## config.mk

```make
export PLATFORM = sky130hd
export DESIGN_NAME = ict_seq
export DESIGN_NICKNAME = d
export VERILOG_FILES = /design/src/hw/ict_pkg.sv /design/src/hw/ict_mul_if.sv /design/src/hw/ict_mul_term.sv /design/src/hw/ict_seq.sv
export SDC_FILE = /design/constraint.sdc
export NUM_CORES = 1
export LEC_CHECK = 0
export BUFFER_PORTS_ARGS = -buffer_cell sky130_fd_sc_hd__buf_4
export CORE_ASPECT_RATIO = 2
export CORE_UTILIZATION = 45
export CTS_BUF_LIST = sky130_fd_sc_hd__clkbuf_8
export CTS_CLUSTER_DIAMETER = 80
export DETAILED_ROUTE_END_ITERATION = 12
export GPL_TIMING_DRIVEN = 0
export SLEW_MARGIN = 30
export SYNTH_ARGS = -nofsm -noshare
export SYNTH_HDL_FRONTEND = slang
export SYNTH_SLANG_ARGS = --single-unit
export TNS_END_PERCENT = 50
```

## constraint.sdc

```tcl
create_clock -name clk_sys -period 5.7 [get_ports clk_sys]
set_input_delay 0.285 -clock clk_sys [delete_from_list [all_inputs] [get_ports clk_sys]]
set_output_delay 0.285 -clock clk_sys [all_outputs]
set_load 0.01 [all_outputs]
```

## src/hw/ict_pkg.sv

```systemverilog
// Constants and types for the instruction cycle sequencer
package ict_pkg;

  // ****************************************
  // Bus encodings
  // ****************************************
  localparam logic [1:0]  SIZE_HALF   = 2'h1;
  localparam logic [1:0]  SIZE_WORD   = 2'h2;
  localparam logic [4:0]  MODE_UNDEF  = 5'h04;
  localparam logic [31:0] TRAP_VECTOR = 32'h0000_0004;
  localparam logic [31:0] WORD_BYTES  = 32'h0000_0004;
  localparam logic [31:0] HALF_BYTES  = 32'h0000_0002;

  // ****************************************
  // Timing and counts
  // ****************************************
  // Offer output, pin, two sync stages
  localparam logic [1:0]  SETTLE_CYC  = 2'h3;
  localparam logic [7:0]  CNT_ZERO    = 8'h00;
  localparam logic [7:0]  CNT_ONE     = 8'h01;
  localparam logic [7:0]  CNT_TWO     = 8'h02;

  // ****************************************
  // Multiply early termination
  // ****************************************
  localparam int          MUL_B1      = 8;
  localparam int          MUL_B2      = 16;
  localparam int          MUL_B3      = 24;
  typedef logic [2:0] ict_m_t;
  localparam ict_m_t      M_ONE       = 3'h1;
  localparam ict_m_t      M_TWO       = 3'h2;
  localparam ict_m_t      M_THREE     = 3'h3;
  localparam ict_m_t      M_MAX       = 3'h4;

  typedef logic [7:0] ict_cnt_t;

  // ****************************************
  // Instruction classes
  // ****************************************
  typedef enum logic [4:0] {
    OP_DATA, OP_STATUS, OP_LOAD, OP_LOAD_MULT, OP_STORE,
    OP_STORE_MULT, OP_SWAP, OP_BRANCH, OP_SWI, OP_MUL, OP_MLA,
    OP_LONG_MULTIPLY_OP, OP_LONG_MULTIPLY_ACCUMULATE_OP, OP_CP_DATA, OP_CP_LOAD, OP_CP_STORE,
    OP_TO_CP, OP_FROM_CP, OP_UNDEF
  } ict_op_t;

  // ****************************************
  // Sequencer states
  // ****************************************
  typedef enum logic [2:0] {
    ST_IDLE  = 3'h0,
    ST_OFFER = 3'h1,
    ST_EXEC  = 3'h3,
    ST_SKIP  = 3'h2,
    ST_TRAP1 = 3'h4,
    ST_TRAP2 = 3'h6,
    ST_VEC1  = 3'h7,
    ST_VEC2  = 3'h5
  } ict_state_t;

endpackage

```

## src/hw/ict_mul_if.sv

```systemverilog
// Multiplier operand and early-termination term between modules
`timescale 1ns/1ps
`default_nettype none
interface ict_mul_if;
  logic [31:0]     operand;
  ict_pkg::ict_m_t m_term;
  modport calc (input operand, output m_term);
  modport user (output operand, input m_term);
endinterface
`default_nettype wire

```

## src/hw/ict_mul_term.sv

```systemverilog
// Multiply cycle term from the multiplier operand
`timescale 1ns/1ps
`default_nettype none
module ict_mul_term
  import ict_pkg::*;
#(
  parameter int W = 32
)
(
  // Operand in, term out
  ict_mul_if.calc mif
);

  // ****************************************
  // Uniform upper bits
  // ****************************************
  logic [W-1-MUL_B1:0] hi1;
  logic [W-1-MUL_B2:0] hi2;
  logic [W-1-MUL_B3:0] hi3;
  logic                u1;
  logic                u2;
  logic                u3;

  assign hi1 = mif.operand[W-1:MUL_B1];
  assign hi2 = mif.operand[W-1:MUL_B2];
  assign hi3 = mif.operand[W-1:MUL_B3];
  assign u1  = (&hi1) || !(|hi1);
  assign u2  = (&hi2) || !(|hi2);
  assign u3  = (&hi3) || !(|hi3);

  // RULE12 early termination
  // RULE15 full length otherwise
  assign mif.m_term = u1 ? M_ONE : u2 ? M_TWO : u3 ? M_THREE : M_MAX;

endmodule
`default_nettype wire

```

## src/hw/ict_seq.sv

```systemverilog
// Instruction cycle sequencer: bus cycles per class, skip, undefined trap
//
// Notes on behaviour
// RULE1 - Instruction nobody can execute, undefined included, takes the undefined trap.
// RULE2 - Trap: offer cycle, internal cycle, then two word fetches at vector; the code makes the second cycle a nonsequential fetch at pc+2L.
// RULE3 - Coprocessors hold both reply lines high through the trap.
// RULE4 - No coprocessor offer while in compressed 16-bit state.
// RULE5 - Failed condition: no execution, exactly one sequential cycle.
// RULE6 - Skip cycle is sequential opcode fetch at pc+2L; next is pc+3L.
// RULE7 - Three instructions overlap, so counts are incremental.
// RULE8 - Data op S; register shift +I; pc write +S+N; status S.
// RULE9 - Load S+N+I, multiple nS+N+I; pc load +S+N.
// RULE10 - Store 2N, multiple (n-1)S+2N, swap S+2N+I, branches 2S+N.
// RULE11 - Multiply S+mI, accumulate or long S+(m+1)I, long acc S+(m+2)I.
// RULE12 - m is 1, 2 or 3 by uniform upper multiplier bits.
// RULE13 - Coprocessor ops cost b busy cycles plus their fixed cycles.
// RULE14 - Trap fetches from fixed undefined vector, refilling the pipeline.
// RULE15 - Without early termination m is one above the largest case.
`timescale 1ns/1ps
`default_nettype none
module ict_seq
  import ict_pkg::*;
(
  // Clock and reset
  input  wire logic        clk_sys,
  input  wire logic        srst,
  // Instruction from decode
  input  wire logic        instr_valid,
  output logic             instr_ready,
  input  wire ict_op_t     instr_op,
  input  wire logic        instr_cond_pass,
  input  wire logic        instr_shift_reg,
  input  wire logic        instr_pc_write,
  input  wire logic [4:0]  instr_word_count,
  input  wire logic [31:0] instr_mul_operand,
  input  wire logic [31:0] instr_pc,
  // Core state
  input  wire logic        cur_compressed,
  input  wire logic        cur_translation,
  input  wire logic [4:0]  cur_mode,
  // Coprocessor replies, from pins
  input  wire logic        coproc_absent_resp,
  input  wire logic        coproc_busy_resp,
  // Memory bus
  output logic [31:0]      bus_addr,
  output logic [1:0]       access_size,
  output logic             write_not_read,
  output logic             memory_request_low,
  output logic             sequential_access,
  output logic             opcode_fetch_low,
  output logic             coproc_offer_low,
  output logic             translation_user_low,
  output logic [4:0]       mode_out,
  output logic             compressed_state_flag,
  // Status pulses
  output logic             instr_done,
  output logic             trap_taken,
  output logic             pipe_refill
);

  // ****************************************
  // Coprocessor reply synchronisers
  // ****************************************
  logic cpa_s1_q, cpa_s2_q, cpb_s1_q, cpb_s2_q;

  always_ff @(posedge clk_sys)
  begin
    if (srst)
    begin
      cpa_s1_q <= 1'b1;
      cpa_s2_q <= 1'b1;
      cpb_s1_q <= 1'b1;
      cpb_s2_q <= 1'b1;
    end
    else
    begin
      cpa_s1_q <= coproc_absent_resp;
      cpa_s2_q <= cpa_s1_q;
      cpb_s1_q <= coproc_busy_resp;
      cpb_s2_q <= cpb_s1_q;
    end
  end

  // ****************************************
  // Accepted instruction
  // ****************************************
  ict_state_t  state_q, state_d, start_state;
  ict_op_t     op_q, sel_op;
  logic        shift_q, pcw_q, cmp_q, trans_q;
  logic [4:0]  wc_q, mode_q;
  logic [31:0] pc_q, pc_2l, pc_3l, step_l, next_addr_q;
  ict_m_t      m_q, sel_m;
  logic        accept, sel_shift, sel_pcw, is_cp_in, is_store_q;
  ict_cnt_t    sel_wc, sel_mc;

  ict_mul_if mif ();
  ict_mul_term #(.W(32)) u_mul_term (.mif(mif.calc));

  assign mif.operand = instr_mul_operand;
  assign accept      = instr_valid && instr_ready;
  assign sel_op      = accept ? instr_op : op_q;
  assign sel_shift   = accept ? instr_shift_reg : shift_q;
  assign sel_pcw     = accept ? instr_pc_write : pcw_q;
  assign sel_wc      = {3'h0, accept ? instr_word_count : wc_q};
  assign sel_m       = accept ? mif.m_term : m_q;
  assign sel_mc      = {5'h00, sel_m};
  assign is_cp_in    = instr_op inside {OP_CP_DATA, OP_CP_LOAD,
                       OP_CP_STORE, OP_TO_CP, OP_FROM_CP};
  assign is_store_q  = op_q inside {OP_STORE, OP_STORE_MULT, OP_SWAP,
                       OP_CP_STORE};
  assign step_l      = cmp_q ? HALF_BYTES : WORD_BYTES;
  assign pc_2l       = pc_q + step_l + step_l;
  assign pc_3l       = pc_2l + step_l;

  // RULE5 failed condition skips
  // RULE1 undefined goes to trap
  // RULE4 no offer in compressed state
  assign start_state = !instr_cond_pass ? ST_SKIP :
                       (instr_op == OP_UNDEF) ? ST_TRAP1 :
                       (is_cp_in && cur_compressed) ? ST_TRAP1 :
                       is_cp_in ? ST_OFFER : ST_EXEC;

  always_ff @(posedge clk_sys)
  begin
    if (srst)
    begin
      op_q    <= OP_DATA;
      shift_q <= 1'b0;
      pcw_q   <= 1'b0;
      wc_q    <= 5'h00;
      m_q     <= M_ONE;
      pc_q    <= 32'h0000_0000;
      cmp_q   <= 1'b0;
      trans_q <= 1'b0;
      mode_q  <= 5'h00;
    end
    else if (accept)
    begin
      op_q    <= instr_op;
      shift_q <= instr_shift_reg;
      pcw_q   <= instr_pc_write;
      wc_q    <= instr_word_count;
      m_q     <= mif.m_term;
      pc_q    <= instr_pc;
      cmp_q   <= cur_compressed;
      trans_q <= cur_translation;
      mode_q  <= cur_mode;
    end
  end

  // ****************************************
  // Cost per class
  // ****************************************
  ict_cnt_t cost_s, cost_n, cost_i, cost_c;

  always_comb
  begin
    cost_s = CNT_ZERO;
    cost_n = CNT_ZERO;
    cost_i = CNT_ZERO;
    cost_c = CNT_ZERO;
    case (sel_op)
      // RULE8 data and status costs
      OP_DATA:
      begin
        cost_s = sel_pcw ? CNT_TWO : CNT_ONE;
        cost_n = sel_pcw ? CNT_ONE : CNT_ZERO;
        cost_i = sel_shift ? CNT_ONE : CNT_ZERO;
      end
      OP_STATUS: cost_s = CNT_ONE;
      // RULE9 load costs
      OP_LOAD, OP_LOAD_MULT:
      begin
        cost_s = (sel_op == OP_LOAD) ? CNT_ONE : sel_wc;
        if (sel_pcw)
          cost_s = cost_s + CNT_ONE;
        cost_n = sel_pcw ? CNT_TWO : CNT_ONE;
        cost_i = CNT_ONE;
      end
      // RULE10 store, swap, branch costs
      OP_STORE: cost_n = CNT_TWO;
      OP_STORE_MULT, OP_CP_LOAD, OP_CP_STORE:
      begin
        cost_s = sel_wc - CNT_ONE;
        cost_n = CNT_TWO;
      end
      OP_SWAP:
      begin
        cost_s = CNT_ONE;
        cost_n = CNT_TWO;
        cost_i = CNT_ONE;
      end
      OP_BRANCH, OP_SWI:
      begin
        cost_s = CNT_TWO;
        cost_n = CNT_ONE;
      end
      // RULE11 multiply costs
      OP_MUL:
      begin
        cost_s = CNT_ONE;
        cost_i = sel_mc;
      end
      OP_MLA, OP_LONG_MULTIPLY_OP:
      begin
        cost_s = CNT_ONE;
        cost_i = sel_mc + CNT_ONE;
      end
      OP_LONG_MULTIPLY_ACCUMULATE_OP:
      begin
        cost_s = CNT_ONE;
        cost_i = sel_mc + CNT_TWO;
      end
      // RULE13 fixed part after busy-wait
      OP_CP_DATA: cost_s = CNT_ONE;
      OP_TO_CP:
      begin
        cost_n = CNT_ONE;
        cost_c = CNT_ONE;
      end
      OP_FROM_CP:
      begin
        cost_s = CNT_ONE;
        cost_i = CNT_ONE;
        cost_c = CNT_ONE;
      end
      default: cost_s = CNT_ONE;
    endcase
  end

  // ****************************************
  // Sequencer
  // ****************************************
  ict_cnt_t   s_left_q, n_left_q, i_left_q, c_left_q;
  ict_cnt_t   rem, exec_cnt_q, cost_tot_q;
  logic [1:0] settle_q;
  logic       exec_last, load_exec, ty_n, ty_s, ty_i;

  assign rem       = s_left_q + n_left_q + i_left_q + c_left_q;
  assign exec_last = (state_q == ST_EXEC) && (rem == CNT_ONE);
  assign ty_n      = n_left_q != CNT_ZERO;
  assign ty_s      = !ty_n && (s_left_q != CNT_ZERO);
  assign ty_i      = !ty_n && !ty_s && (i_left_q != CNT_ZERO);
  assign load_exec = (state_d == ST_EXEC) &&
                     ((state_q != ST_EXEC) || exec_last);

  // RULE7 next instruction taken on last cycle
  assign instr_ready = (state_q == ST_IDLE) || (state_q == ST_SKIP) ||
                       exec_last;

  always_comb
  begin
    state_d = state_q;
    case (state_q)
      ST_IDLE:  if (accept) state_d = start_state;
      ST_SKIP:  state_d = accept ? start_state : ST_IDLE;
      ST_EXEC:
      begin
        if (exec_last)
          state_d = accept ? start_state : ST_IDLE;
      end
      // RULE13 busy-wait as internal cycles
      ST_OFFER:
      begin
        if (settle_q == 2'h0)
        begin
          if (cpa_s2_q)
            state_d = ST_TRAP2;
          else if (!cpb_s2_q)
            state_d = ST_EXEC;
        end
      end
      // RULE2 trap cycle order
      ST_TRAP1: state_d = ST_TRAP2;
      ST_TRAP2: state_d = ST_VEC1;
      ST_VEC1:  state_d = ST_VEC2;
      ST_VEC2:  state_d = ST_IDLE;
      default:  state_d = ST_IDLE;
    endcase
  end

  always_ff @(posedge clk_sys)
  begin
    if (srst)
      state_q <= ST_IDLE;
    else
      state_q <= state_d;
  end

  always_ff @(posedge clk_sys)
  begin
    if (srst || (state_d == ST_OFFER && state_q != ST_OFFER))
      settle_q <= SETTLE_CYC;
    else if (settle_q != 2'h0)
      settle_q <= settle_q - 2'h1;
  end

  always_ff @(posedge clk_sys)
  begin
    if (srst)
    begin
      s_left_q   <= CNT_ZERO;
      n_left_q   <= CNT_ZERO;
      i_left_q   <= CNT_ZERO;
      c_left_q   <= CNT_ZERO;
      exec_cnt_q <= CNT_ZERO;
      cost_tot_q <= CNT_ZERO;
    end
    else if (load_exec)
    begin
      s_left_q   <= cost_s;
      n_left_q   <= cost_n;
      i_left_q   <= cost_i;
      c_left_q   <= cost_c;
      exec_cnt_q <= CNT_ZERO;
      cost_tot_q <= cost_s + cost_n + cost_i + cost_c;
    end
    else if (state_q == ST_EXEC)
    begin
      exec_cnt_q <= exec_cnt_q + CNT_ONE;
      if (ty_n)
        n_left_q <= n_left_q - CNT_ONE;
      else if (ty_s)
        s_left_q <= s_left_q - CNT_ONE;
      else if (ty_i)
        i_left_q <= i_left_q - CNT_ONE;
      else if (c_left_q != CNT_ZERO)
        c_left_q <= c_left_q - CNT_ONE;
    end
  end

  // ****************************************
  // Bus cycle decode
  // ****************************************
  logic        st_exec, st_idle, in_vec, fetch_cyc;
  logic        o_mreq_low, o_seq, o_offer_low, o_write;
  logic [31:0] o_addr;

  assign st_exec   = state_q == ST_EXEC;
  assign st_idle   = state_q == ST_IDLE;
  assign in_vec    = (state_q == ST_VEC1) || (state_q == ST_VEC2);
  assign fetch_cyc = (state_q == ST_SKIP) || (state_q == ST_TRAP2) ||
                     in_vec;
  // RULE6 skip is a sequential fetch
  assign o_mreq_low = fetch_cyc ? 1'b0 : st_exec ? !(ty_n || ty_s) : 1'b1;
  assign o_seq      = (state_q == ST_SKIP) || in_vec ||
                      (st_exec && !ty_n && !ty_i);
  // RULE4 offer only outside compressed state
  assign o_offer_low = !((state_q == ST_OFFER) ||
                         ((state_q == ST_TRAP1) && !cmp_q));
  assign o_write    = st_exec && ty_n && is_store_q &&
                      (n_left_q == CNT_ONE);
  // RULE14 fixed vector fetches
  assign o_addr = (state_q == ST_VEC1) ? TRAP_VECTOR :
                  (state_q == ST_VEC2) ? TRAP_VECTOR + WORD_BYTES :
                  st_idle ? next_addr_q : pc_2l;

  always_ff @(posedge clk_sys)
  begin
    if (srst)
    begin
      bus_addr              <= 32'h0000_0000;
      next_addr_q           <= 32'h0000_0000;
      access_size           <= SIZE_WORD;
      write_not_read        <= 1'b0;
      memory_request_low    <= 1'b1;
      sequential_access     <= 1'b0;
      opcode_fetch_low      <= 1'b1;
      coproc_offer_low      <= 1'b1;
      translation_user_low  <= 1'b0;
      mode_out              <= 5'h00;
      compressed_state_flag <= 1'b0;
      instr_done            <= 1'b0;
      trap_taken            <= 1'b0;
      pipe_refill           <= 1'b0;
    end
    else
    begin
      bus_addr              <= o_addr;
      access_size           <= (in_vec || !cmp_q) ? SIZE_WORD : SIZE_HALF;
      write_not_read        <= o_write;
      memory_request_low    <= o_mreq_low;
      sequential_access     <= o_seq;
      opcode_fetch_low      <= st_exec || st_idle;
      coproc_offer_low      <= o_offer_low;
      // RULE2 privileged undefined mode, compressed bit clear
      translation_user_low  <= in_vec ? 1'b1 : trans_q;
      mode_out              <= in_vec ? MODE_UNDEF : mode_q;
      compressed_state_flag <= in_vec ? 1'b0 : cmp_q;
      instr_done            <= exec_last || (state_q == ST_SKIP) ||
                               (state_q == ST_VEC2);
      trap_taken            <= state_q == ST_TRAP2;
      pipe_refill           <= state_q == ST_VEC1;
      // RULE6 next address after skip
      if ((state_q == ST_SKIP) || exec_last)
        next_addr_q <= pc_3l;
      else if (state_q == ST_VEC2)
        next_addr_q <= TRAP_VECTOR + WORD_BYTES + WORD_BYTES;
    end
  end
endmodule
`default_nettype wire

```

## After elaboration in Yosys (flattened, before gate mapping)

Index checks and enable logic that the tools add are counted.

| storage, ports and cells | value |
|---|---|
| register bits | 176 |
| bits in latches | 0 |
| RAM bits | 0 |
| ROM bits | 0 |
| bits of input ports | 89 |
| output and inout bits | 50 |
| word-level logic and storage cells | 228 |
| memories kept | 0 |

| cells by class | value |
|---|---|
| add/subtract/negate cells | 15 |
| multipliers | 0 |
| divide/modulo/power cells | 0 |
| magnitude comparators | 0 |
| equality and inequality tests | 41 |
| shifts and indexed selects | 0 |
| multiplexer cells | 57 |
| bitwise operators | 0 |
| reduce and logical (&&, ||, !) cells | 79 |

Operator list:

| cell | count |
|---|---|
| 8-bit two-way mux | 18 |
| 32-bit by 3-bit adder with 32-bit output | 3 |
| 32-bit two-way mux | 3 |
| 5-bit by 4-bit equality test with 1-bit output (second input constant) | 11 |
| 3-bit two-way mux | 16 |
| 8-bit case mux with 5 select lines | 1 |
| 5-bit by 3-bit equality test with 1-bit output (second input constant) | 7 |
| 8-bit nonzero test | 4 |
| 8-bit by 1-bit subtractor with 8-bit output (second input constant) | 4 |
| 5-bit equality test (second input constant) | 5 |
| 8-bit adder | 3 |
| 3-bit case mux with 8 select lines | 1 |
| 24-bit AND reduction | 1 |
| 24-bit OR reduction | 1 |
| 4-bit case mux with 5 select lines | 1 |
| 1-bit logical OR | 18 |
| 8-bit by 1-bit equality test with 1-bit output (second input constant) | 2 |
| 16-bit AND reduction | 1 |
| 16-bit OR reduction | 1 |
| 5-bit two-way mux | 3 |
| 1-bit logical AND | 14 |
| 2-bit nonzero test | 7 |
| 2-bit OR reduction | 7 |
| 3-bit equality test (second input constant) | 4 |
| other kinds (31) | 56 |

## Longest topological paths before layout

Gate-level depths: netlist of the first run.

| logic depth | value |
|---|---|
| word-level depth | 14 |
| mapped depth | 21 |
| gate-level depth less buffers | 18 |

## Modules after synthesis

A second synthesis of the first run with hierarchy kept.

| second synthesis, totals | value |
|---|---|
| cells, all modules | 1347 |
| area, all modules | 10732.8 sq um |

By module, submodules not included:

| module | instances | cells an instance | area an instance (sq um) | sequential area each (sq um) |
|---|---|---|---|---|
| ict_seq | 1 | 1326 | 10563.9 | 3523.4 |
| ict_mul_term | 1 | 21 | 168.9 | 0.0 |

## Least setup slack after synthesis of the first run

OpenSTA, ideal clock, no wires.

| path | value |
|---|---|
| kind | reg2reg |
| from | register s_left_q[1] |
| to | register s_left_q[2] |
| setup time | 70 ps |
| arrival | 4969 ps |
| required time | 5630 ps |
| slack | 661 ps |
| cell stages (with the launch flop) | 22 |
| path buffers | 3 |
| clock period less this slack | 5039 ps |
| cell sequence | dfxtp_1 -> fa_1 -> fa_1 -> ha_1 -> inv_1 -> fa_1 -> nand2b_1 -> a21oi_1 -> o22ai_1 -> a2111oi_4 -> a32o_1 -> buf_2 -> buf_2 -> buf_4 -> mux2i_1 -> ha_1 -> inv_1 -> or4_1 -> a21oi_1 -> nor3_1 -> o31ai_1 -> o2bb2ai_1 |

| between the ends | value |
|---|---|
| word-level cells in the longest chain between the ends | 14 |
| elaborated cells between the ends (all ways) | 47 |
| classes of those cells | add/sub: 6; eq/ne: 12; mux: 14; reduce/logical: 15 |

RTL lines:

| item | line | RTL |
|---|---|---|
| from (decl) | ict_seq.sv:234 | `ict_cnt_t s_left_q, n_left_q, i_left_q, c_left_q;` |
| from (signal assigned) | ict_seq.sv:311 | `s_left_q <= cost_s;` |
| from (signal assigned) | ict_seq.sv:324 | `s_left_q <= s_left_q - CNT_ONE;` |
| 8-bit adder (3 in a row) | ict_seq.sv:239 | `assign rem = s_left_q + n_left_q + i_left_q + c_left_q;` |
| 8-bit by 1-bit equality test with 1-bit output | ict_seq.sv:240 | `assign exec_last = (state_q == ST_EXEC) && (rem == CNT_ONE);` |
| 1-bit logical AND | ict_seq.sv:240 |  |
| 1-bit logical OR | ict_seq.sv:248 | `assign instr_ready = (state_q == ST_IDLE) \|\| (state_q == ST_SKIP) \|\|` |
| 1-bit logical AND | ict_seq.sv:100 | `assign accept = instr_valid && instr_ready;` |
| 5-bit two-way mux / 3-bit two-way mux (equally long branches) | - |  |
| 5-bit by 2-bit equality test with 1-bit output / 3-bit two-way mux (equally long branches) | ict_seq.sv:162, ict_seq.sv:174, ict_seq.sv:259 |  |
| 5-bit two-way mux / 3-bit case mux with 8 select lines (equally long branches) | ict_seq.sv:174, ict_seq.sv:254 |  |
| 5-bit by 1-bit adder with 6-bit output / 3-bit by 2-bit equality test with 1-bit output (equally long branches) | ict_seq.sv:176, ict_seq.sv:244 |  |
| 6-bit two-way mux / 1-bit logical AND (equally long branches) | ict_seq.sv:175, ict_seq.sv:244 |  |
| 8-bit case mux with 5 select lines (tied with other cells) | ict_seq.sv:162 | `case (sel_op)` |
| 8-bit two-way mux / 3-bit AND reduction (equally long branches) | - |  |

Parallel ways exist; a longest one is shown, timed or not. The select of a mux whose other input is x is not followed.
A chain may end at the register's enable or synchronous reset.

## Worst setup path in the final report of the first run

| path | value |
|---|---|
| from | register s_left_q[1] |
| to | register s_left_q[4] |

Same word-level chain as after synthesis.

==> impl_metrics.csv, run 1 <==
group,metric,value,unit
timing,timing.slew.headroom,0.394,
power_and_ir_drop,p_clk_frac,0.237,
cells_and_area,drive_above_1_share,0.177,
route,via_per_inst,5.74,
clocking,cts_root_buf,"clkbuf_8",
clocking,clockBufferDepth,2,
route,wl_per_cell,20.2,µm
setup_path,path_cells,"fa_1 -> fa_1 -> ha_1 -> inv_1 -> fa_1 -> nand2b_1 -> a21oi_4 -> a31oi_1 -> xnor2_2 -> a32oi_4 -> buf_2 -> clkbuf_4 -> buf_2 -> o21ai_0 -> ha_1 -> and3_1 -> a311oi_1 -> nand2_1 -> a31o_1",
die,die_w,109,µm
timing,period_minus_slack,5.51,ns
setup_path,slowest_stage,"fa_1",
power_and_ir_drop,ir_drop,195,µV
route,vias,9844,
synthesis,yosys_warnings,0,
synthesis,avgSynthCellArea,8.20,µm²
clocking,clk_latency,0.52,ns
route,drt_wl_total,34.6,mm
placed_design,place_ws,-0.426,ns
route,drc,0,
flow_run,cap_violations,0,
timing,finalHoldViolCount,0,
setup_path,crit_path_max_incr_delay,0.53,ns
clocking,cts_tree,"built",
synthesis,synth_ff_type,"dfxtp_1",
setup_path,cp.arrival,5.93,ns
cells_and_area,final_nets,1550,
cells_and_area,n_fill_cell,2215,
power_and_ir_drop,p_switching,0.00149,W
setup_path,path_class,"flip-flop to flip-flop",
timing,tightest_slew,0.899,ns
cells_and_area,fin_util,0.545,
route,drt_first_pass_iters,4,
synthesis,syn_nets,1384,
die,num_io_pins,139,
placed_design,io_buffers,125,
placed_design,dp_hpwl,27.2,mm
timing,finalSetupTns,0,ns
placed_design,place.gp.congestion,0.938,
synthesis,synthCells,1256,
timing,rsz0062_at_grt,"no",
timing,slew_violations,0,
power_and_ir_drop,p_total,0.00380,W
power_and_ir_drop,combPwrFrac,0.370,
timing,min_period_over_period,0.966,
global_routing,track_usage,0.306,
cells_and_area,diodes,0,
synthesis,ys_seq_area_frac,0.342,
worst_hold_path,hold_class,"input pin to flip-flop",
power_and_ir_drop,power_density,309,nW/µm²
global_routing,grt_pass1_vias,9939,
synthesis,synth_edf_count,0,
timing,setup_viol,0,
global_routing,grt_max_degree,17,
run_status,status,"complete, no violations",
global_routing,grt_first_pass_wirelength,53.1,mm
cells_and_area,fin_area,12300,µm²
synthesis,ys_ff_latch,176,
timing,setup_ws,0.192,ns
route,drtAntennaViolNets,0,
setup_path,end_kind,"flip-flop",
power_and_ir_drop,netSwitchingFraction,0.391,
global_routing,grt.overflow.total,0,
setup_path,cp.required,6.13,ns
cells_and_area,multi_input_area,6260,µm²
die,num_rows,78,
global_routing,antenna_found_initial,0,
die,fp.dieH,216,µm
clocking,numCtsBuffers,17,
route,drt_iter0_drc,374,
synthesis,ys_types,93,
timing,fmax,182,MHz
setup_path,cpMostUsedCell,"fa_1",
timing,skew,0.0171,ns
die,core,22500,µm²
power_and_ir_drop,p_seq_frac,0.393,
die,die_area,23500,µm²
setup_path,cp_max_fo,10,
cells_and_area,register_area,3530,µm²
setup_path,cp-start-kind,"flip-flop",
clocking,cts.reportedPaths.clkPinSlew,0.11,ns
clocking,numClockSinks,176,
power_and_ir_drop,intPower,0.00231,W
cells_and_area,area_growth,19.2,%
synthesis,syn_area,10300,µm²
placed_design,postPlaceCellArea,11600,µm²
synthesis,ys_async_sr_fraction,0,
power_and_ir_drop,power.static_leakage,4.87,nW
clocking,cts-htree-levels,4,
die,start_util,0.457,
## state kept, by name, summed over array words and instances (netlist names), 2 cells and up
| register | flops |
|---|---|
| mode_out | 5 |
| c_left_q | 8 |
| state_q | 3 |
| wc_q | 5 |
| mode_q | 5 |
| pc_q | 32 |
| s_left_q | 8 |
| m_q | 3 |
| access_size | 2 |
| next_addr_q | 32 |
| i_left_q | 8 |
| n_left_q | 8 |
| op_q | 5 |
| bus_addr | 32 |
| settle_q | 2 |
## logic make-up (layout without fill, tap and decap cells)
group                      after synthesis  count (layout)  synth area share
adders and majority gates               39              39            0.0583
muxes                                   25              25            0.0253
buffers and inverters                  130             309            0.0557
xor gates and xnor gates                99              99            0.0849
and+or+nand+nor                        514             514             0.251
AOI/OAI and AO/OA                      273             273             0.183
DFF                                    176             176             0.342
## power groups by stage
| stage | Combinational [W] | Sequential (W) | Clock [W] |
|---|---|---|---|
| global placement | 0.00134 | 0.00152 | 0 |
| floorplan | 0.000859 | 0.00152 | 0 |
| CTS | 0.00139 | 0.00149 | 0.000916 |
| global route | 0.00153 | 0.00151 | 0.000958 |
| detailed placement | 0.00135 | 0.00152 | 0 |
| finish | 0.00140 | 0.00149 | 0.000901 |
## final cells by class
class                   count  area share
clock inverters            12     0.00999
flip-flops and latches    176       0.287
well taps                 280      0.0285
multi-input cells         950       0.510
plain buffers              84      0.0339
repair buffers            147      0.0935
clock buffers              20      0.0224
inverters                  46      0.0141
## metrics by stage
step / instances / hold slack (ns)
3_5_place_dp: 1661 / 0.395
4_1_cts: 1712 / 0.00106
2_1_floorplan: 1256 / 0.389
6_report: 1715 / 0.0121
5_1_grt: 1715 / 0.0124
3_3_place_gp: 1661 / 0.394
## layout by cell type, fill, tap and decap left out, types with 13 or more instances in the layout
cell	synthesis	final
clkbuf_8	0	20
buf_4	6	135
nor4_1	16	16
nor2_1	145	145
buf_2	27	24
nand2_1	155	155
a211oi_1	35	35
a22o_1	15	15
inv_1	45	45
mux2i_1	17	17
ha_1	24	24
clkbuf_1	43	43
a21oi_1	88	87
dfxtp_1	176	171
o21ai_0	31	30
nand2b_1	17	17
fa_1	15	15
nand3_1	37	37
xor2_1	43	43
and3_1	17	17
nor3_1	25	24
a22oi_1	13	13
xnor2_1	55	54
dlygate4sd3_1	0	18
nand4_1	17	17
## routing by layer
layer / share of wire / track usage / up-vias
met3: 0.037 / 0.0489 / 106
met1: 0.33 / 0.276 / 4706
li1: - / - / 4756
met2: 0.57 / 0.588 / 276
met4: 0.063 / 0.215 / 0
met5: 0 / 0 / -
## synth_stat cells (5+ instances only)
| cell type | number | share of area |
|---|---|---|
| buf_2 | 27 | 0.013 |
| a311oi_1 | 5 | 0.0043 |
| o21ai_0 | 31 | 0.015 |
| inv_1 | 45 | 0.016 |
| a31oi_1 | 10 | 0.0061 |
| a211oi_1 | 35 | 0.026 |
| ha_1 | 24 | 0.029 |
| and2_1 | 12 | 0.0073 |
| o22ai_1 | 7 | 0.0043 |
| xor2_1 | 43 | 0.037 |
| mux2i_1 | 17 | 0.017 |
| nor4_1 | 16 | 0.0097 |
| or2_2 | 6 | 0.0036 |
| o31ai_1 | 6 | 0.0044 |
| dfxtp_1 | 176 | 0.34 |
| a21o_1 | 6 | 0.0044 |
| nand4_1 | 17 | 0.010 |
| nand3_1 | 37 | 0.018 |
| nand2b_1 | 17 | 0.010 |
| clkbuf_1 | 43 | 0.016 |
| nand2_1 | 155 | 0.056 |
| nand3b_1 | 6 | 0.0044 |
| a22o_1 | 15 | 0.013 |
| mux2_2 | 8 | 0.0087 |
| nor4b_1 | 5 | 0.0043 |
| xnor2_1 | 55 | 0.047 |
| or4_1 | 7 | 0.0051 |
| nor3_1 | 25 | 0.012 |
| a21oi_1 | 88 | 0.043 |
| and3_1 | 17 | 0.010 |
| a221oi_1 | 6 | 0.0051 |
| nor2b_1 | 10 | 0.0061 |
| nor2_1 | 145 | 0.053 |
| buf_4 | 6 | 0.0044 |
| fa_1 | 15 | 0.029 |
| a22oi_1 | 13 | 0.0095 |
## worst paths after layout
path,startpoint,endpoint,slack (ns),cells after the start
min reg2reg,cpa_s1_q,cpa_s2_q,0.42,1
min,instr_pc[26],pc_q[26],0.01,3
max reg2reg,s_left_q[1],s_left_q[4],0.19,19
max,s_left_q[1],s_left_q[4],0.19,19
## repair_timing
| action | in CTS | in global routing |
|---|---|---|
| hold buffers | 18 | 0 |
| setup endpoints to repair | 3 | 3 |
| gates resized for setup | 9 | 10 |
| setup buffers | 1 | 3 |
| pin swaps | 1 | 2 |
| hold endpoints to repair | 18 | 0 |
## critical path, delay by kind of cell (launching register included)
kind	cells	cell delay [ns]
buf+inv	4	1.02
flops	1	0.36
simple gates	3	0.51
fa+ha+maj	5	1.87
xor+xnor	1	0.22
compound gates	6	1.42
Note: power is estimated with default switching activity, not from simulation.
==> run 2: changes to the inputs <==
--- a/config.mk
+++ b/config.mk
@@ -5,12 +5,12 @@
 export SDC_FILE = /design/constraint.sdc
 export NUM_CORES = 1
 export LEC_CHECK = 0
-export BUFFER_PORTS_ARGS = -buffer_cell sky130_fd_sc_hd__buf_4
 export CORE_ASPECT_RATIO = 2
-export CORE_UTILIZATION = 45
+export CORE_UTILIZATION = 25
 export CTS_BUF_LIST = sky130_fd_sc_hd__clkbuf_8
 export CTS_CLUSTER_DIAMETER = 80
 export DETAILED_ROUTE_END_ITERATION = 12
+export DONT_BUFFER_PORTS = 1
 export GPL_TIMING_DRIVEN = 0
 export SLEW_MARGIN = 30
 export SYNTH_ARGS = -nofsm -noshare
==> run 2 against run 1 <==
Flip-flop and latch count is the same. Largest cell class unchanged. Critical path type unchanged. Routed wire length grew 5.7%. Global-route usage shrank 13 points. Fmax grew 0.17%. Highest routed layer unchanged. Final area shrank 2.8%. Sequential power grew 3%. Sequential share of layout area grew 0.84 points.
==> impl_metrics.csv, run 2 (synthesis results as in run 1) <==
group,metric,value,unit
timing,setup_ws,0.201,ns
placed_design,place_ws,-0.454,ns
clocking,cts_tree,"built",
placed_design,io_buffers,0,
global_routing,track_usage,0.177,
flow_run,cap_violations,0,
clocking,clk_latency,0.52,ns
route,drc,0,
setup_path,path_class,"flip-flop to flip-flop",
timing,finalHoldViolCount,0,
cells_and_area,multi_input_area,6250,µm²
timing,tightest_slew,0.872,ns
clocking,clockBufferDepth,2,
die,num_io_pins,139,
power_and_ir_drop,ir_drop,188,µV
route,drt_iter0_drc,443,
cells_and_area,final_cell_mix,"170 x dfxtp_1, 155 x nand2_1, 145 x nor2_1",
clocking,cts-htree-levels,4,
die,core,40500,µm²
timing,skew,0.0252,ns
placed_design,place.gp.congestion,0.956,
placed_design,dpl.cell_count,1786,
timing,timing.slew.headroom,0.418,
clocking,numClockSinks,176,
cells_and_area,reg_top3,"bus_addr: 32 flops, next_addr_q: 32 flops, pc_q: 32 flops",
cells_and_area,drive_above_1_share,0.0959,
route,drt_first_pass_iters,5,
cells_and_area,fin_area,11900,µm²
clocking,cts_root_buf,"clkbuf_8",
die,start_util,0.255,
global_routing,grt_pass1_vias,9870,
global_routing,grt_max_degree,20,
clocking,numCtsBuffers,17,
global_routing,grt_first_pass_wirelength,56.3,mm
setup_path,cp-start-kind,"flip-flop",
setup_path,end_kind,"flip-flop",
setup_path,cp.arrival,5.91,ns
placed_design,postPlaceCellArea,11000,µm²
route,via_per_inst,5.08,
cells_and_area,n_fill_cell,4303,
setup_path,cp_max_fo,10,
cells_and_area,register_area,3530,µm²
die,die_w,146,µm
worst_hold_path,hold_class,"input pin to flip-flop",
placed_design,dp_hpwl,29.0,mm
cells_and_area,final_nets,1450,
timing,fmax,182,MHz
setup_path,cp.required,6.12,ns
cells_and_area,area_growth,15.8,%
run_status,status,"complete, no violations",
route,wl_per_cell,19.6,µm
cells_and_area,final_common_cell,"dfxtp_1",
clocking,cts.reportedPaths.clkPinSlew,0.11,ns
power_and_ir_drop,power_density,314,nW/µm²
timing,period_minus_slack,5.50,ns
timing,rsz0062_at_grt,"no",
die,fp.dieH,289,µm
timing,min_period_over_period,0.965,
setup_path,crit_path_max_incr_delay,0.52,ns
route,drt_wl_total,36.5,mm
global_routing,antenna_found_initial,1,
cells_and_area,fin_cells,1866,
timing,finalSetupTns,0,ns
timing,slew_violations,0,
setup_path,slowest_stage,"fa_1",
power_and_ir_drop,power.static_leakage,4.35,nW
global_routing,grt.overflow.total,0,
setup_path,cpMostUsedCell,"fa_1",
route,drtAntennaViolNets,0,
die,num_rows,104,
die,die_area,42100,µm²
timing,setup_viol,0,
route,vias,9480,
setup_path,path_cells,"fa_1 -> fa_1 -> ha_1 -> inv_1 -> fa_1 -> nand2b_1 -> a21oi_4 -> a31oi_1 -> xnor2_2 -> a32oi_4 -> buf_2 -> buf_2 -> clkbuf_4 -> o21ai_0 -> ha_1 -> and3_1 -> a311oi_1 -> nand2_1 -> a31o_1",
-- run 2: cell types whose count changed in the layout (fill, tap and decap cells not counted), moves of 2 or more --
cell           before  now
mux2i_1            17   15
mux2i_2             0    2
buf_4             135    7
clkbuf_8           20   17
clkinv_8            0    5
dlygate4sd3_1      18   45
inv_8               0    3
clkinv_4            6    1
-- run 2: layout make-up --
type,instances,share of cell area
Clock buffer,17,0.0196
Clock inverter,15,0.0161
Antenna cell,1,0.000210
Timing Repair Buffer,47,0.0390
Sequential cell,176,0.296
Inverter,46,0.0145
Buffer,84,0.0355
Tap cell,530,0.0556
Multi-Input combinational cell,950,0.524
-- run 2: through the flow --
step | util | hold WS, ns | power [W]
after floorplan | - | 0.389 | 0.00237
after global placement | 0.271 | 0.391 | 0.00274
after detailed placement | 0.271 | 0.393 | 0.00276
after CTS | 0.294 | 0.00173 | 0.00376
after global routing | 0.295 | 0.0159 | 0.00396
final | 0.295 | 0.0314 | 0.00375
-- run 2: worst paths after layout --
check	from	end	slack, ns	cells after the start
setup / recovery	s_left_q[1]	s_left_q[4]	0.20	19
hold / removal	instr_word_count[0]	wc_q[0]	0.03	2
setup reg to reg	s_left_q[1]	s_left_q[4]	0.20	19
hold reg to reg	cpa_s1_q	cpa_s2_q	0.42	1
-- run 2: critical path, delay by kind of cell, from the launching register on --
family | cells | cell delay (ns)
fa+ha+maj | 5 | 1.86
compound gates | 6 | 1.32
buf+inv | 4 | 1.13
simple gates | 3 | 0.48
flops | 1 | 0.37
xor+xnor | 1 | 0.23
-- run 2: repair_timing --
| action | in CTS | in global routing |
|---|---|---|
| pin swaps | 2 | 1 |
| resized for setup | 7 | 14 |
| setup buffers | 2 | 0 |
| hold buffers | 45 | 0 |
| endpoints found under the hold margin | 45 | 0 |
| endpoints found under the setup margin | 3 | 3 |
-- run 2: per-layer routing --
layer | routed length, µm | share of wire | global-route usage
met5 | 0 | 0 | 0
met4 | 2980 | 0.082 | 0.158
met3 | 1230 | 0.034 | 0.0282
met2 | 19800 | 0.54 | 0.340
met1 | 12600 | 0.34 | 0.160
-- run 2: report_power, final --
group	internal, W	leakage [nW]	switching, W	total [W]
Combinational	0.000456	2.70	0.000814	0.00127
Clock	0.000375	0.211	0.000570	0.000945
Sequential	0.00138	1.44	0.000151	0.00153
Total	0.00221	4.35	0.00153	0.00375
==> run 3: changes to the inputs <==
--- a/config.mk
+++ b/config.mk
@@ -12,6 +12,7 @@
 export DETAILED_ROUTE_END_ITERATION = 12
 export DONT_BUFFER_PORTS = 1
 export GPL_TIMING_DRIVEN = 0
+export RECOVER_POWER = 50
 export SLEW_MARGIN = 30
 export SYNTH_ARGS = -nofsm -noshare
 export SYNTH_HDL_FRONTEND = slang
==> run 3 against run 2 <==
Count of clock-buffer cells in the layout did not move. Combinational power barely moved. Non-clock buffer count unchanged. Worst hold slack better by 0.0054 ns. Register-to-register slack hardly changed. Worst setup slack worse by 0.0057 ns. Final area down 0.60%. Sequential share of layout area is 0.18 points higher. Sequential power about the same.
==> impl_metrics.csv, run 3 (synthesis results as in run 1) <==
group,metric,value,unit
run_status,status,"complete, no violations",
timing,finalHoldViolCount,0,
timing,tightest_slew,0.882,ns
global_routing,grt_max_degree,20,
timing,setup_viol,0,
die,die_w,146,µm
setup_path,r2r-start,"s_left_q[1]",
route,drc,0,
placed_design,postPlaceCellArea,11000,µm²
placed_design,dpl.cell_count,1786,
power_and_ir_drop,p_clk_frac,0.253,
cells_and_area,n_fill_cell,4312,
cells_and_area,drive_above_1_share,0.0861,
power_and_ir_drop,p_seq_frac,0.410,
cells_and_area,final_nets,1450,
setup_path,startpoint,"s_left_q[1]",
setup_path,r2r_cells,19,
setup_path,critPathBufInv,4,
clocking,numCtsBuffers,17,
die,die_area,42100,µm²
power_and_ir_drop,netSwitchingFraction,0.409,
route,drtAntennaViolNets,0,
timing,fmax,182,MHz
cells_and_area,final_cell_mix,"170 x dfxtp_1, 155 x nand2_1, 145 x nor2_1",
setup_path,slowest_stage,"fa_1",
die,start_util,0.255,
route,via_per_inst,5.09,
power_and_ir_drop,p_switching,0.00153,W
setup_path,cp.required,6.12,ns
clocking,cts_tree,"built",
global_routing,grt_first_pass_wirelength,56.3,mm
clocking,clk_latency,0.52,ns
cells_and_area,fin_area,11900,µm²
clocking,cts_root_buf,"clkbuf_8",
power_and_ir_drop,ir_drop,188,µV
cells_and_area,fin_cells,1866,
setup_path,r2r_end,"s_left_q[4]",
setup_path,cpMostUsedCell,"fa_1",
route,drt_first_pass_iters,5,
die,fp.dieH,289,µm
setup_path,path_class,"flip-flop to flip-flop",
placed_design,place_ws,-0.454,ns
timing,min_period_over_period,0.966,
global_routing,grt_pass1_vias,9870,
timing,slew_violations,0,
route,wl_per_cell,19.5,µm
placed_design,place.gp.congestion,0.956,
timing,setup_ws,0.196,ns
global_routing,antenna_found_initial,1,
route,vias,9498,
placed_design,dp_hpwl,29.0,mm
clocking,cts.reportedPaths.clkPinSlew,0.11,ns
timing,finalSetupTns,0,ns
setup_path,end_kind,"flip-flop",
worst_hold_path,whs_path_depth,2,
timing,period_minus_slack,5.50,ns
setup_path,cp-start-kind,"flip-flop",
worst_hold_path,hold_class,"input pin to flip-flop",
die,num_io_pins,139,
cells_and_area,final_common_cell,"dfxtp_1",
setup_path,rrSetupSlack,0.20,ns
cells_and_area,multi_input_area,6200,µm²
die,core,40500,µm²
setup_path,cp_max_fo,10,
setup_path,crit_path_max_incr_delay,0.52,ns
timing,rsz0062_at_grt,"no",
power_and_ir_drop,power.static_leakage,4.29,nW
worst_hold_path,hold_end,"wc_q[0]",
cells_and_area,area_growth,15.1,%
timing,timing.slew.headroom,0.412,
die,num_rows,104,
route,drt_iter0_drc,450,
placed_design,io_buffers,0,
clocking,numClockSinks,176,
flow_run,cap_violations,0,
setup_path,path_cells,"fa_1 -> fa_1 -> ha_1 -> inv_1 -> fa_1 -> nand2b_1 -> a21oi_4 -> a31oi_1 -> xnor2_2 -> a32oi_4 -> buf_2 -> buf_2 -> clkbuf_4 -> o21ai_0 -> ha_1 -> and3_1 -> a311oi_1 -> nand2_1 -> a31o_1",
clocking,cts-htree-levels,4,
power_and_ir_drop,p_total,0.00373,W
setup_path,cp.arrival,5.92,ns
worst_hold_path,worstHoldStart,"instr_word_count[0]",
setup_path,cp_top_family,"adder cells",
timing,skew,0.0260,ns
power_and_ir_drop,power_density,315,nW/µm²
cells_and_area,reg_top3,"bus_addr: 32 flops, next_addr_q: 32 flops, pc_q: 32 flops",
clocking,clockBufferDepth,2,
global_routing,grt.overflow.total,0,
power_and_ir_drop,combPwrFrac,0.337,
global_routing,track_usage,0.177,
cells_and_area,register_area,3530,µm²
route,drt_wl_total,36.5,mm
power_and_ir_drop,intPower,0.00220,W
## run 3: changes by cell type in the layout (fill, tap and decap cells not counted), moves of 2 or more
cell      before  now
clkbuf_1      43   52
buf_6          6    4
and2_0         1    6
and2_1        12    7
buf_1          4    1
buf_2         24   21
## run 3: worst reg2reg max path: stages, from the launching register on
cell and delay [ns]:
dfxtp_2 0.37, fa_1 0.50, fa_1 0.52, ha_1 0.17
inv_1 0.06, fa_1 0.40, nand2b_1 0.20, a21oi_4 0.19
a31oi_1 0.16, xnor2_2 0.23, a32oi_4 0.39, buf_2 0.34
buf_2 0.38, clkbuf_4 0.35, o21ai_0 0.14, ha_1 0.27
and3_1 0.16, a311oi_1 0.23, nand2_1 0.13, a31o_1 0.23
## run 3: power groups by stage
stage	Sequential, W	Clock (W)	Combinational, W
floorplan	0.00152	0	0.000859
global placement	0.00156	0	0.00118
detailed placement	0.00156	0	0.00120
CTS	0.00153	0.000971	0.00126
global route	0.00155	0.00102	0.00138
finish	0.00153	0.000944	0.00126
## run 3: metrics by stage
stage	utilization	hold slack, ns
2_1_floorplan	-	0.389
3_3_place_gp	0.271	0.391
3_5_place_dp	0.271	0.393
5_1_grt	0.293	0.0159
6_report	0.293	0.0368
4_1_cts	0.294	0.00173
## run 3: worst max path at each step
stage,endpoint,cells after the start
final,s_left_q[4],19
after global routing,s_left_q[2],21
after CTS,s_left_q[2],21
after detailed placement,s_left_q[4],19
after global placement,s_left_q[4],18
after floorplan,s_left_q[2],21
## run 3: final cells by class
type / count / area share
Antenna cell: 1 / 0.000211
Buffer: 84 / 0.0342
Clock buffer: 17 / 0.0197
Clock inverter: 15 / 0.0162
Inverter: 46 / 0.0146
Multi-Input combinational cell: 950 / 0.523
Sequential cell: 176 / 0.298
Tap cell: 530 / 0.0559
Timing Repair Buffer: 47 / 0.0389
## run 3: layer usage
layer | vias to the layer above | wire [µm] | track usage | share of wire
li1 | 4560 | - | - | -
met1 | 4543 | 12400 | 0.160 | 0.34
met2 | 267 | 19700 | 0.340 | 0.54
met3 | 128 | 1360 | 0.0282 | 0.037
met4 | 0 | 3100 | 0.158 | 0.085
met5 | - | 0 | 0 | 0
## run 3: timing repair
action | in CTS | in global routing
endpoints found under the setup margin | 3 | 3
gates cloned | 0 | 0
buffers inserted | 2 | 0
gates resized for setup | 7 | 14
hold buffers | 45 | 0
pin swaps | 2 | 1
endpoints found under the hold margin | 45 | 0
